`src/hdl/fcs_regs.svh`:
```
// command codes, status bit positions and timing counts for the flash host
`ifndef FCS_REGS_SVH
`define FCS_REGS_SVH

`define FCS_CMD_BUF_SETUP 8'he8
`define FCS_CMD_LOCK_SETUP 8'h60
`define FCS_CMD_LOCK_SET 8'h01
`define FCS_CMD_CONFIRM 8'hd0
`define FCS_CMD_READ_ARRAY 8'hff
`define FCS_CMD_CLR_STATUS 8'h50
`define FCS_CMD_READ_STATUS 8'h70

`define FCS_MACHINE_READY_BIT 7
`define FCS_BUFFER_READY_BIT 7
`define FCS_ERASE_ERROR_BIT 5
`define FCS_WRITE_ERROR_BIT 4
`define FCS_SUPPLY_ERROR_BIT 3
`define FCS_PROTECT_DETECT_BIT 1
`define FCS_ERR_MASK 8'h3a

`define FCS_ADDR_W 21
`define FCS_BLOCK_LSB 16
`define FCS_BUF_LSB 5
`define FCS_COUNT_W 5

`define FCS_CLK_NS 40
`define FCS_T_WP_NS 50
`define FCS_T_ACC_NS 100
`define FCS_T_WAKE_NS 1000
`define FCS_WP_CYC ((`FCS_T_WP_NS + `FCS_CLK_NS - 1) / `FCS_CLK_NS)
`define FCS_ACC_CYC ((`FCS_T_ACC_NS + `FCS_CLK_NS - 1) / `FCS_CLK_NS)
`define FCS_SYNC_CYC 2
`define FCS_WAKE_CYC ((`FCS_T_WAKE_NS + `FCS_CLK_NS - 1) / `FCS_CLK_NS)

`endif

```
`src/hdl/fcs_pkg.sv`:
```
// types shared by the flash command host
package fcs_pkg;
    typedef enum logic [2:0] {
        FCS_OP_BUF_WRITE,
        FCS_OP_SET_LOCK,
        FCS_OP_CLR_LOCKS,
        FCS_OP_READ_ARRAY,
        FCS_OP_CLR_STATUS
    } fcs_op_t;
endpackage : fcs_pkg

```
`src/hdl/fcs_bus_cycle.sv`:
```
// one asynchronous sram-style write or read cycle on the flash pins
`timescale 1ns/1ns
`default_nettype none
`include "fcs_regs.svh"
module fcs_bus_cycle
    import fcs_pkg::*;
(
    input wire logic clk,
    input wire logic rstn,
    input wire logic abort,
    input wire logic start,
    input wire logic is_write,
    input wire logic [`FCS_ADDR_W-1:0] addr_in,
    input wire logic [7:0] wdata,
    output logic done,
    output logic [7:0] rdata,
    output logic [`FCS_ADDR_W-1:0] flash_addr,
    output logic [7:0] flash_dq_out,
    input wire logic [7:0] flash_dq_in,
    output logic flash_dq_oe_n,
    output logic flash_ce_n,
    output logic flash_we_n,
    output logic flash_oe_n
);
    typedef enum logic [1:0] {C_IDLE, C_SETUP, C_PULSE, C_HOLD} fcs_cyc_t;
    fcs_cyc_t state;
    logic wr;
    logic [3:0] cnt;
    logic [7:0] dq_s1;
    logic [7:0] dq_s2;

    always_ff @(posedge clk or negedge rstn) begin
        if (!rstn) begin
            dq_s1 <= 8'h00;
            dq_s2 <= 8'h00;
        end else begin
            dq_s1 <= flash_dq_in;
            dq_s2 <= dq_s1;
        end
    end

    always_ff @(posedge clk or negedge rstn) begin
        if (!rstn) begin
            state <= C_IDLE;
            cnt <= 4'h0;
            wr <= 1'b0;
            flash_addr <= '0;
            flash_dq_out <= 8'h00;
        end else if (abort) begin
            state <= C_IDLE;
        end else begin
            unique case (state)
                C_IDLE: if (start) begin
                    state <= C_SETUP;
                    wr <= is_write;
                    flash_addr <= addr_in;
                    flash_dq_out <= wdata;
                end
                C_SETUP: begin
                    state <= C_PULSE;
                    // reads wait for access time plus the input synchroniser
                    cnt <= wr ? 4'(`FCS_WP_CYC - 1)
                              : 4'(`FCS_ACC_CYC + `FCS_SYNC_CYC - 1);
                end
                C_PULSE: if (cnt == 4'h0) begin
                    state <= C_HOLD;
                end else begin
                    cnt <= cnt - 4'h1;
                end
                C_HOLD: state <= C_IDLE;
            endcase
        end
    end

    always_ff @(posedge clk or negedge rstn) begin
        if (!rstn) begin
            rdata <= 8'h00;
        end else if (state == C_PULSE && cnt == 4'h0 && !wr) begin
            rdata <= dq_s2;
        end
    end

    // a write takes effect only with both strobes low together
    assign flash_ce_n = (state == C_IDLE);
    assign flash_we_n = !(state == C_PULSE && wr);
    assign flash_oe_n = !(state == C_PULSE && !wr);
    assign flash_dq_oe_n = !(state != C_IDLE && wr);
    assign done = (state == C_HOLD) && !abort;
endmodule : fcs_bus_cycle
`default_nettype wire

```
`src/hdl/fcs_host.sv`:
```
// host controller sequencing flash commands through the parallel pins
`timescale 1ns/1ns
`default_nettype none
`include "fcs_regs.svh"
module fcs_host
    import fcs_pkg::*;
(
    input wire logic clk,
    input wire logic rstn,
    input wire logic req,
    input wire fcs_op_t op,
    input wire logic [`FCS_ADDR_W-1:0] addr,
    input wire logic [`FCS_COUNT_W-1:0] count_m1,
    input wire logic [7:0] wdata,
    input wire logic wdata_valid,
    output logic wdata_ready,
    input wire logic pd_req,
    output logic busy,
    output logic done,
    output logic [7:0] status,
    output logic seq_error,
    output logic aborted,
    output logic misaligned,
    output logic [`FCS_ADDR_W-1:0] flash_addr,
    output logic [7:0] flash_dq_out,
    input wire logic [7:0] flash_dq_in,
    output logic flash_dq_oe_n,
    output logic flash_ce_n,
    output logic flash_we_n,
    output logic flash_oe_n,
    output logic reset_powerdown_in,
    input wire logic completion_output
);
    typedef enum logic [3:0] {
        S_IDLE, S_SETUP, S_BUF_CHK, S_COUNT, S_DATA, S_CONFIRM,
        S_POLL, S_CLEAR, S_ARRAY, S_DONE, S_PD, S_WAKE
    } fcs_state_t;

    fcs_state_t state;
    fcs_op_t cur_op;
    logic [`FCS_ADDR_W-1:0] start_addr;
    logic [`FCS_ADDR_W-1:0] cur_addr;
    logic [`FCS_COUNT_W-1:0] count;
    logic [`FCS_COUNT_W-1:0] left;
    logic [9:0] wake_cnt;
    logic pend;
    logic cmp_s1;
    logic cmp_s2;
    logic bc_start;
    logic bc_done;
    logic bc_write;
    logic [`FCS_ADDR_W-1:0] bc_addr;
    logic [7:0] bc_wdata;
    logic [7:0] bc_rdata;
    logic cyc_want;

    function automatic logic [7:0] setup_code(input fcs_op_t o);
        unique case (o)
            FCS_OP_BUF_WRITE: setup_code = `FCS_CMD_BUF_SETUP;
            FCS_OP_SET_LOCK, FCS_OP_CLR_LOCKS: setup_code = `FCS_CMD_LOCK_SETUP;
            FCS_OP_READ_ARRAY: setup_code = `FCS_CMD_READ_ARRAY;
            FCS_OP_CLR_STATUS: setup_code = `FCS_CMD_CLR_STATUS;
            default: setup_code = `FCS_CMD_READ_STATUS;
        endcase
    endfunction : setup_code

    // completion pin is open drain with a pull-up, so it is a foreign level
    always_ff @(posedge clk or negedge rstn) begin
        if (!rstn) begin
            cmp_s1 <= 1'b0;
            cmp_s2 <= 1'b0;
        end else begin
            cmp_s1 <= completion_output;
            cmp_s2 <= cmp_s1;
        end
    end

    always_comb begin
        cyc_want = 1'b1;
        bc_write = 1'b1;
        bc_addr = start_addr;
        bc_wdata = `FCS_CMD_READ_ARRAY;
        unique case (state)
            S_SETUP: bc_wdata = setup_code(cur_op);
            S_BUF_CHK: bc_write = 1'b0;
            S_COUNT: bc_wdata = {3'h0, count};
            S_DATA: begin
                cyc_want = wdata_valid;
                bc_addr = cur_addr;
                bc_wdata = wdata;
            end
            S_CONFIRM: bc_wdata = (cur_op == FCS_OP_SET_LOCK) ?
                `FCS_CMD_LOCK_SET : `FCS_CMD_CONFIRM;
            S_POLL: begin
                // the pin releases when the machine finishes
                cyc_want = cmp_s2;
                bc_write = 1'b0;
            end
            S_CLEAR: bc_wdata = `FCS_CMD_CLR_STATUS;
            S_ARRAY: bc_wdata = `FCS_CMD_READ_ARRAY;
            S_IDLE, S_DONE, S_PD, S_WAKE: cyc_want = 1'b0;
        endcase
    end

    assign bc_start = cyc_want && !pend && !pd_req;
    assign wdata_ready = (state == S_DATA) && bc_start;
    assign busy = (state != S_IDLE);
    assign done = (state == S_DONE);
    assign seq_error = status[`FCS_ERASE_ERROR_BIT] &&
        status[`FCS_WRITE_ERROR_BIT];

    always_ff @(posedge clk or negedge rstn) begin
        if (!rstn) begin
            pend <= 1'b0;
        end else if (pd_req || bc_done) begin
            pend <= 1'b0;
        end else if (bc_start) begin
            pend <= 1'b1;
        end
    end

    always_ff @(posedge clk or negedge rstn) begin
        if (!rstn) begin
            state <= S_IDLE;
            cur_op <= FCS_OP_READ_ARRAY;
            start_addr <= '0;
            cur_addr <= '0;
            count <= '0;
            left <= '0;
            wake_cnt <= 10'h000;
        end else if (pd_req) begin
            state <= S_PD;
        end else begin
            unique case (state)
                S_IDLE: if (req) begin
                    state <= S_SETUP;
                    cur_op <= op;
                    start_addr <= addr;
                    cur_addr <= addr;
                    count <= count_m1;
                    left <= count_m1;
                end
                S_SETUP: if (bc_done) begin
                    unique case (cur_op)
                        FCS_OP_BUF_WRITE: state <= S_BUF_CHK;
                        FCS_OP_SET_LOCK, FCS_OP_CLR_LOCKS: state <= S_CONFIRM;
                        default: state <= S_DONE;
                    endcase
                end
                S_BUF_CHK: if (bc_done) begin
                    // buffer busy: reissue the setup and look again
                    state <= bc_rdata[`FCS_BUFFER_READY_BIT] ? S_COUNT : S_SETUP;
                end
                S_COUNT: if (bc_done) state <= S_DATA;
                S_DATA: if (bc_done) begin
                    if (left == '0) begin
                        state <= S_CONFIRM;
                    end else begin
                        left <= left - 1'b1;
                        cur_addr <= cur_addr + 1'b1;
                    end
                end
                S_CONFIRM: if (bc_done) state <= S_POLL;
                S_POLL: if (bc_done && bc_rdata[`FCS_MACHINE_READY_BIT]) begin
                    // any sticky error is cleared before returning to reads
                    state <= ((bc_rdata & `FCS_ERR_MASK) != 8'h00) ?
                        S_CLEAR : S_ARRAY;
                end
                S_CLEAR: if (bc_done) state <= S_ARRAY;
                S_ARRAY: if (bc_done) state <= S_DONE;
                S_DONE: state <= S_IDLE;
                S_PD: begin
                    state <= S_WAKE;
                    wake_cnt <= 10'(`FCS_WAKE_CYC);
                end
                S_WAKE: if (wake_cnt == 10'h000) begin
                    state <= S_IDLE;
                end else begin
                    wake_cnt <= wake_cnt - 10'h001;
                end
            endcase
        end
    end

    always_ff @(posedge clk or negedge rstn) begin
        if (!rstn) begin
            status <= 8'h00;
            aborted <= 1'b0;
            misaligned <= 1'b0;
            reset_powerdown_in <= 1'b0;
        end else begin
            reset_powerdown_in <= !pd_req;
            if (pd_req) begin
                status <= 8'h00;
                if (state != S_IDLE && state != S_PD && state != S_WAKE) begin
                    aborted <= 1'b1;
                end
            end else if (state == S_IDLE && req) begin
                aborted <= 1'b0;
                misaligned <= (op == FCS_OP_BUF_WRITE) &&
                    (addr[`FCS_BUF_LSB-1:0] != '0);
            end else if (state == S_POLL && bc_done &&
                         bc_rdata[`FCS_MACHINE_READY_BIT]) begin
                status <= bc_rdata;
            end
        end
    end

    fcs_bus_cycle u_cycle (
        .clk(clk),
        .rstn(rstn),
        .abort(pd_req),
        .start(bc_start),
        .is_write(bc_write),
        .addr_in(bc_addr),
        .wdata(bc_wdata),
        .done(bc_done),
        .rdata(bc_rdata),
        .flash_addr(flash_addr),
        .flash_dq_out(flash_dq_out),
        .flash_dq_in(flash_dq_in),
        .flash_dq_oe_n(flash_dq_oe_n),
        .flash_ce_n(flash_ce_n),
        .flash_we_n(flash_we_n),
        .flash_oe_n(flash_oe_n)
    );
endmodule : fcs_host
`default_nettype wire

```
`config.mk`:
```
export PLATFORM = sky130hd
export DESIGN_NAME = fcs_host
export DESIGN_NICKNAME = d
export VERILOG_FILES = /design/src/hdl/fcs_pkg.sv /design/src/hdl/fcs_bus_cycle.sv /design/src/hdl/fcs_host.sv
export VERILOG_INCLUDE_DIRS = /design/src /design/src/hdl
export SDC_FILE = /design/constraint.sdc
export NUM_CORES = 1
export LEC_CHECK = 0
export BUFFER_PORTS_ARGS = -buffer_cell sky130_fd_sc_hd__clkbuf_2
export CORE_ASPECT_RATIO = 1.1
export CORE_UTILIZATION = 52
export CTS_CLUSTER_DIAMETER = 150
export DETAILED_ROUTE_END_ITERATION = 8
export PLACE_DENSITY = 0.85
export SYNTH_ARGS = -nofsm -noshare
export SYNTH_HDL_FRONTEND = slang
export SYNTH_SLANG_ARGS = --single-unit
```
`constraint.sdc`:
```
create_clock -name clk -period 2.1 [get_ports clk]
set_input_delay 0 -clock clk [delete_from_list [all_inputs] [get_ports clk]]
set_output_delay 0 -clock clk [all_outputs]
set_load 0.1 [all_outputs]
```
# Yosys cells after proc, flatten, opt, wreduce, memory -nomap -nowiden
# Cells that the tools add are included.
# totals
register_bits	143
word_cells	168
out_inout_bits	48
input_bits	51
# classes
eq_ne	40
bitwise	1
n_reduce_logical	54
add_sub_neg	4
muxes	47
# op_table
cell	n
$mux W21	4
$mux W4	14
$pmux W4 S12	1
$pmux W21 S2	1
$pmux W8 S5	1
$mux W8	4
$pmux W8 S4	1
$ne A3 B3 Y1 const B	10
$add A21 B1 Y21 const B	1
$pmux W10 S2	1
$logic_and A1 B1 Y1	17
$eq A4 B3 Y1 const B	4
$eq A4 B4 Y1 const B	4
$pmux W4 S2	2
$mux W5	3
$reduce_bool A2 Y1	7
$ne A2 B2 Y1 const B	6
$reduce_and A3 Y1	4
$reduce_and A11 Y1	1
$logic_not A10 Y1	1
$mux W10	1
$pmux W5 S2	1
$sub A10 B1 Y10 const B	1
$ne A3 B2 Y1 const B	3
30 further kinds	53

# Logic depth before layout (Yosys ltp)
# depth
depth_word	8
ltp_mapped	8
mapped_depth_nobuf	7

# Hierarchy
# From an unflattened synthesis, not the netlist that was laid out.
# unflattened
hier_cells	738
area_unflattened_um2	7108.1
# modules_own_cells
mod	cells_each	area_per_inst_um2	n_inst	seq_area_each_um2
fcs_host	590	4785.8	1	2079.5
fcs_bus_cycle	148	2322.2	1	1501.4

# Worst setup path before layout
# Ideal clock, no wire load.
# synth_path
path_kind	register to output
startpoint	register state[0]
endpoint	output done
path_stages_with_launch	6
path_buffers	3
arrival_ps	3064
path_slack_ps	-964
required_time_ps	2100
path_cell_list	dfrtp_1 -> buf_6 -> clkbuf_1 -> buf_2 -> nand2_1 -> nor3_1
# synth_between
elab_chain_cells	1
# synth_rtl
element	line	text
start, declared	fcs_host.sv:39	fcs_state_t state;
start signal, assigned	fcs_host.sv:152	state <= bc_rdata[`FCS_BUFFER_READY_BIT] ? S_COUNT : S_SETUP;
start signal, assigned	fcs_host.sv:166	state <= ((bc_rdata & `FCS_ERR_MASK) != 8'h00) ?
$eq A4 B4 Y1	fcs_host.sv:108	assign done = (state == S_DONE);
end, declared	fcs_host.sv:19	output logic done,
# No other way between the ends.

# Worst setup path after layout
# layout_path
startpoint	register left[0]
endpoint	register state[2]
# layout_between
elab_chain_cells	3
# layout_rtl
element	line	text
start, declared	fcs_host.sv:44	logic [`FCS_COUNT_W-1:0] left;
start signal, assigned	fcs_host.sv:141	left <= count_m1;
start signal, assigned	fcs_host.sv:159	left <= left - 1'b1;
$logic_not A5 Y1	fcs_host.sv:156	if (left == '0) begin
$ne A3 B2 Y1 (no line)	-	
$reduce_and A11 Y1 (no line)	-	
# No other way between the ends.
# A chain may end at the register's enable or synchronous reset.

==> impl_metrics.json <==
{
  "status": "complete, but fails checks",
  "violations": "design-rule violations",
  "htree_levels": 4,
  "cp-end-kind": "register",
  "power.leakage_nw": 4.14,
  "grt_pass1_wl_um": 30700,
  "slew_violations": 0,
  "rsz0062_at_grt": "true",
  "clkTransAtPathRegs_ps": 60,
  "critPathMaxFanout": 6,
  "syn_to_final_growth_pct": 30.4,
  "synth-seq-area-share": 0.520,
  "clock.fmax_mhz": 484,
  "postLayoutSetupSlackWorst_ps": 32.4,
  "synth_nets": 809,
  "ios": 99,
  "io_buffers": 98,
  "synth_edf_count": 0,
  "core-area_um2": 12800,
  "ys_warn_count": 0,
  "diodes": 0,
  "clk_latency_ps": 440,
  "ys_ff_latch": 143,
  "worst_pin_slew_ps": 668,
  "cts_sinks": 143,
  "slowest_stage": "or4b_4",
  "p_int_mw": 7.19,
  "first_pass_iters": 7,
  "drive_above_1_share": 0.246,
  "grt_overflow": 0,
  "clkPwrFrac": 0.203,
  "fin_area_um2": 8990,
  "synth_area_um2": 6890,
  "fin_crit_sh": 0.985,
  "wl_met2_um": 9940,
  "syn_avg_cell_area_um2": 9.22,
  "p_sw_frac": 0.488,
  "dp_slack_ps": 41.8,
  "synth_top_cell_by_area": "dfrtp_1",
  "synthTopCellsByArea": "dfrtp_1 51%, nand2_1 8.0%, nor2_1 3.6%",
  "timing.slew.headroom": 0.555,
  "cts_buffer_depth": 2,
  "highest_layer": "met4",
  "grt_max_degree": 72,
  "synth_cells": 748,
  "dr_wl_met3_um": 1160,
  "grt_pass1_vias": 6192,
  "dieArea_um2": 13700,
  "vias": 6441,
  "fin_nets": 982,
  "die_w_um": 112,
  "die_h_um": 123,
  "dp_hpwl_um": 12500,
  "routed_wl_um": 19300,
  "met1Wirelength_um": 7760,
  "yosysMostFrequentCell": "nand2_1",
  "startpoint_type": "register",
  "clockRootBuffer": "clkbuf_16",
  "ir_worst_vdd_mv": 0.933,
  "max_stage_delay_ps": 460,
  "yosys-top-cells-count": "147 x nand2_1, 141 x dfrtp_1, 67 x nor2_1, 48 x a21oi_1, 46 x o21ai_0",
  "crit_type": "reg -> reg",
  "path_cells": "inv_2 > ha_1 > or4b_4 > a211oi_2 > o211ai_2 > or3_1 > a21oi_2",
  "antenna_found_initial": 0,
  "yosysTopAreaCellShare": 0.512,
  "finalPower_mw": 14.1,
  "synthFlopType": "dfrtp_1",
  "p_per_area_nw_per_um2": 1560,
  "arrival_ps": 2430,
  "globalplace.congestion": 0.846,
  "routedWlPerCell_um": 17.7,
  "place_area_um2": 7880,
  "hold_class": "in -> reg",
  "setup_violations": 0,
  "utilization": 0.705,
  "hold_viol_final": 0,
  "viasPerCell": 5.90,
  "p_comb_frac": 0.473,
  "synth.distinct_cells": 63,
  "initial_core_util": 0.541,
  "min_period_ps": 2070,
  "drt_iter0_drc": 569,
  "synthArstFlopShare": 1.00,
  "p_switching_mw": 6.86,
  "regArea_um2": 3580,
  "ant_nets": 0,
  "multiInputGateArea_um2": 3090,
  "grt_usage": 0.290,
  "fillers": 888,
  "worst-endpoint-required_ps": 2460,
  "tritoncts": "yes",
  "row_count": 43,
  "pwr-share-seq": 0.323,
  "drc": 5,
  "cts_buffers": 17,
  "maxCapViolations": 0,
  "fin_skew_ps": 9.46
}
timing repair:
action	4_1_cts	5_1_grt
hold endpoints to repair	137	0
endpoints found under the setup margin	2	21
hold buffers	44	0
pin swaps	0	5
resized for setup	4	13
setup buffers	0	7
state kept, by name, summed over array words and instances (netlist names), 4 cells and up:
signal and flops:
status 8, state 4, cur_addr 21, u_cycle.flash_dq_out 8, u_cycle.rdata 8, wake_cnt 10
u_cycle.dq_s2 8, u_cycle.dq_s1 8, count 5, start_addr 21, u_cycle.cnt 4, u_cycle.flash_addr 21
left 5
routing by layer:
metal  GRT usage  up-vias
met3      0.0558       50
met2       0.499      270
met5           0        -
li1            -     2998
met1       0.363     3123
met4       0.113        0
final timing paths:
| path | start | end | slack [ps] | depth (start not counted) |
|---|---|---|---|---|
| worst min register to register | u_cycle.dq_s1[6] | u_cycle.dq_s2[6] | 340 | 0 |
| max in group asynchronous | rstn | u_cycle.rdata[1] | 1230 | 3 |
| worst max-delay path | left[0] | state[2] | 30 | 7 |
| worst min-delay path | wdata[2] | u_cycle.flash_dq_out[2] | 30 | 4 |
| worst max register to register | left[0] | state[2] | 30 | 7 |
| min in group asynchronous | rstn | u_cycle.flash_dq_out[7] | 150 | 2 |
layout by cell type (no fill, tap or decap), types with 16 or more instances in the layout:
cell,netlist,routed
inv_1,18,16
clkbuf_2,0,95
dfrtp_1,141,139
o21ai_0,46,45
nor2_1,67,66
nand3_1,28,27
a31oi_1,26,26
a21oi_1,48,47
buf_4,8,52
nand2_1,147,146
dlygate4sd3_1,0,44
nor3_1,17,16
clkbuf_16,0,17
layout make-up:
| class | instances | share of cell area |
|---|---|---|
| tap | 157 | 0.0219 |
| clock buffer | 17 | 0.0473 |
| sequential | 143 | 0.399 |
| timing repair buffer | 201 | 0.165 |
| clock inverter | 15 | 0.0152 |
| multi-input combinational | 539 | 0.344 |
| inverter | 19 | 0.00794 |
per-stage QoR:
stage	hold slack (ps)	setup TNS (ps)	cells
6_report	31.2	0	1091
5_1_grt	54.3	-65.1	1091
3_3_place_gp	57.3	0	1008
2_1_floorplan	-296	-108	748
3_5_place_dp	62.4	0	1008
4_1_cts	37.7	0	1084
cell families after synthesis:
kind of cell / Yosys count / share of synthesized area
AOI/OAI and AO/OA: 195 / 0.183
xor gates and xnor gates: 1 / 0.00127
adders and majority gates: 10 / 0.0182
buffers and inverters: 66 / 0.0443
DFF: 143 / 0.520
muxes: 15 / 0.0232
and+or+nand+nor: 318 / 0.210
power by group through the flow:
stage | clock [mW] | combinational, mW | sequential (mW)
finish | 2.86 | 6.65 | 4.54
global route | 2.99 | 7.06 | 4.66
CTS | 2.87 | 6.42 | 4.51
detailed placement | 0 | 6.29 | 4.54
global placement | 0 | 6.16 | 4.49
floorplan | 0 | 2.79 | 6.49
worst max-delay path, delay by kind of cell, from the launching register on:
kind	cells	cell delay (ps)
buf+inv	1	60
flops	1	400
simple gates	2	810
compound gates	3	600
fa+ha+maj	1	130
Note: power is estimated with default switching activity, not from simulation.
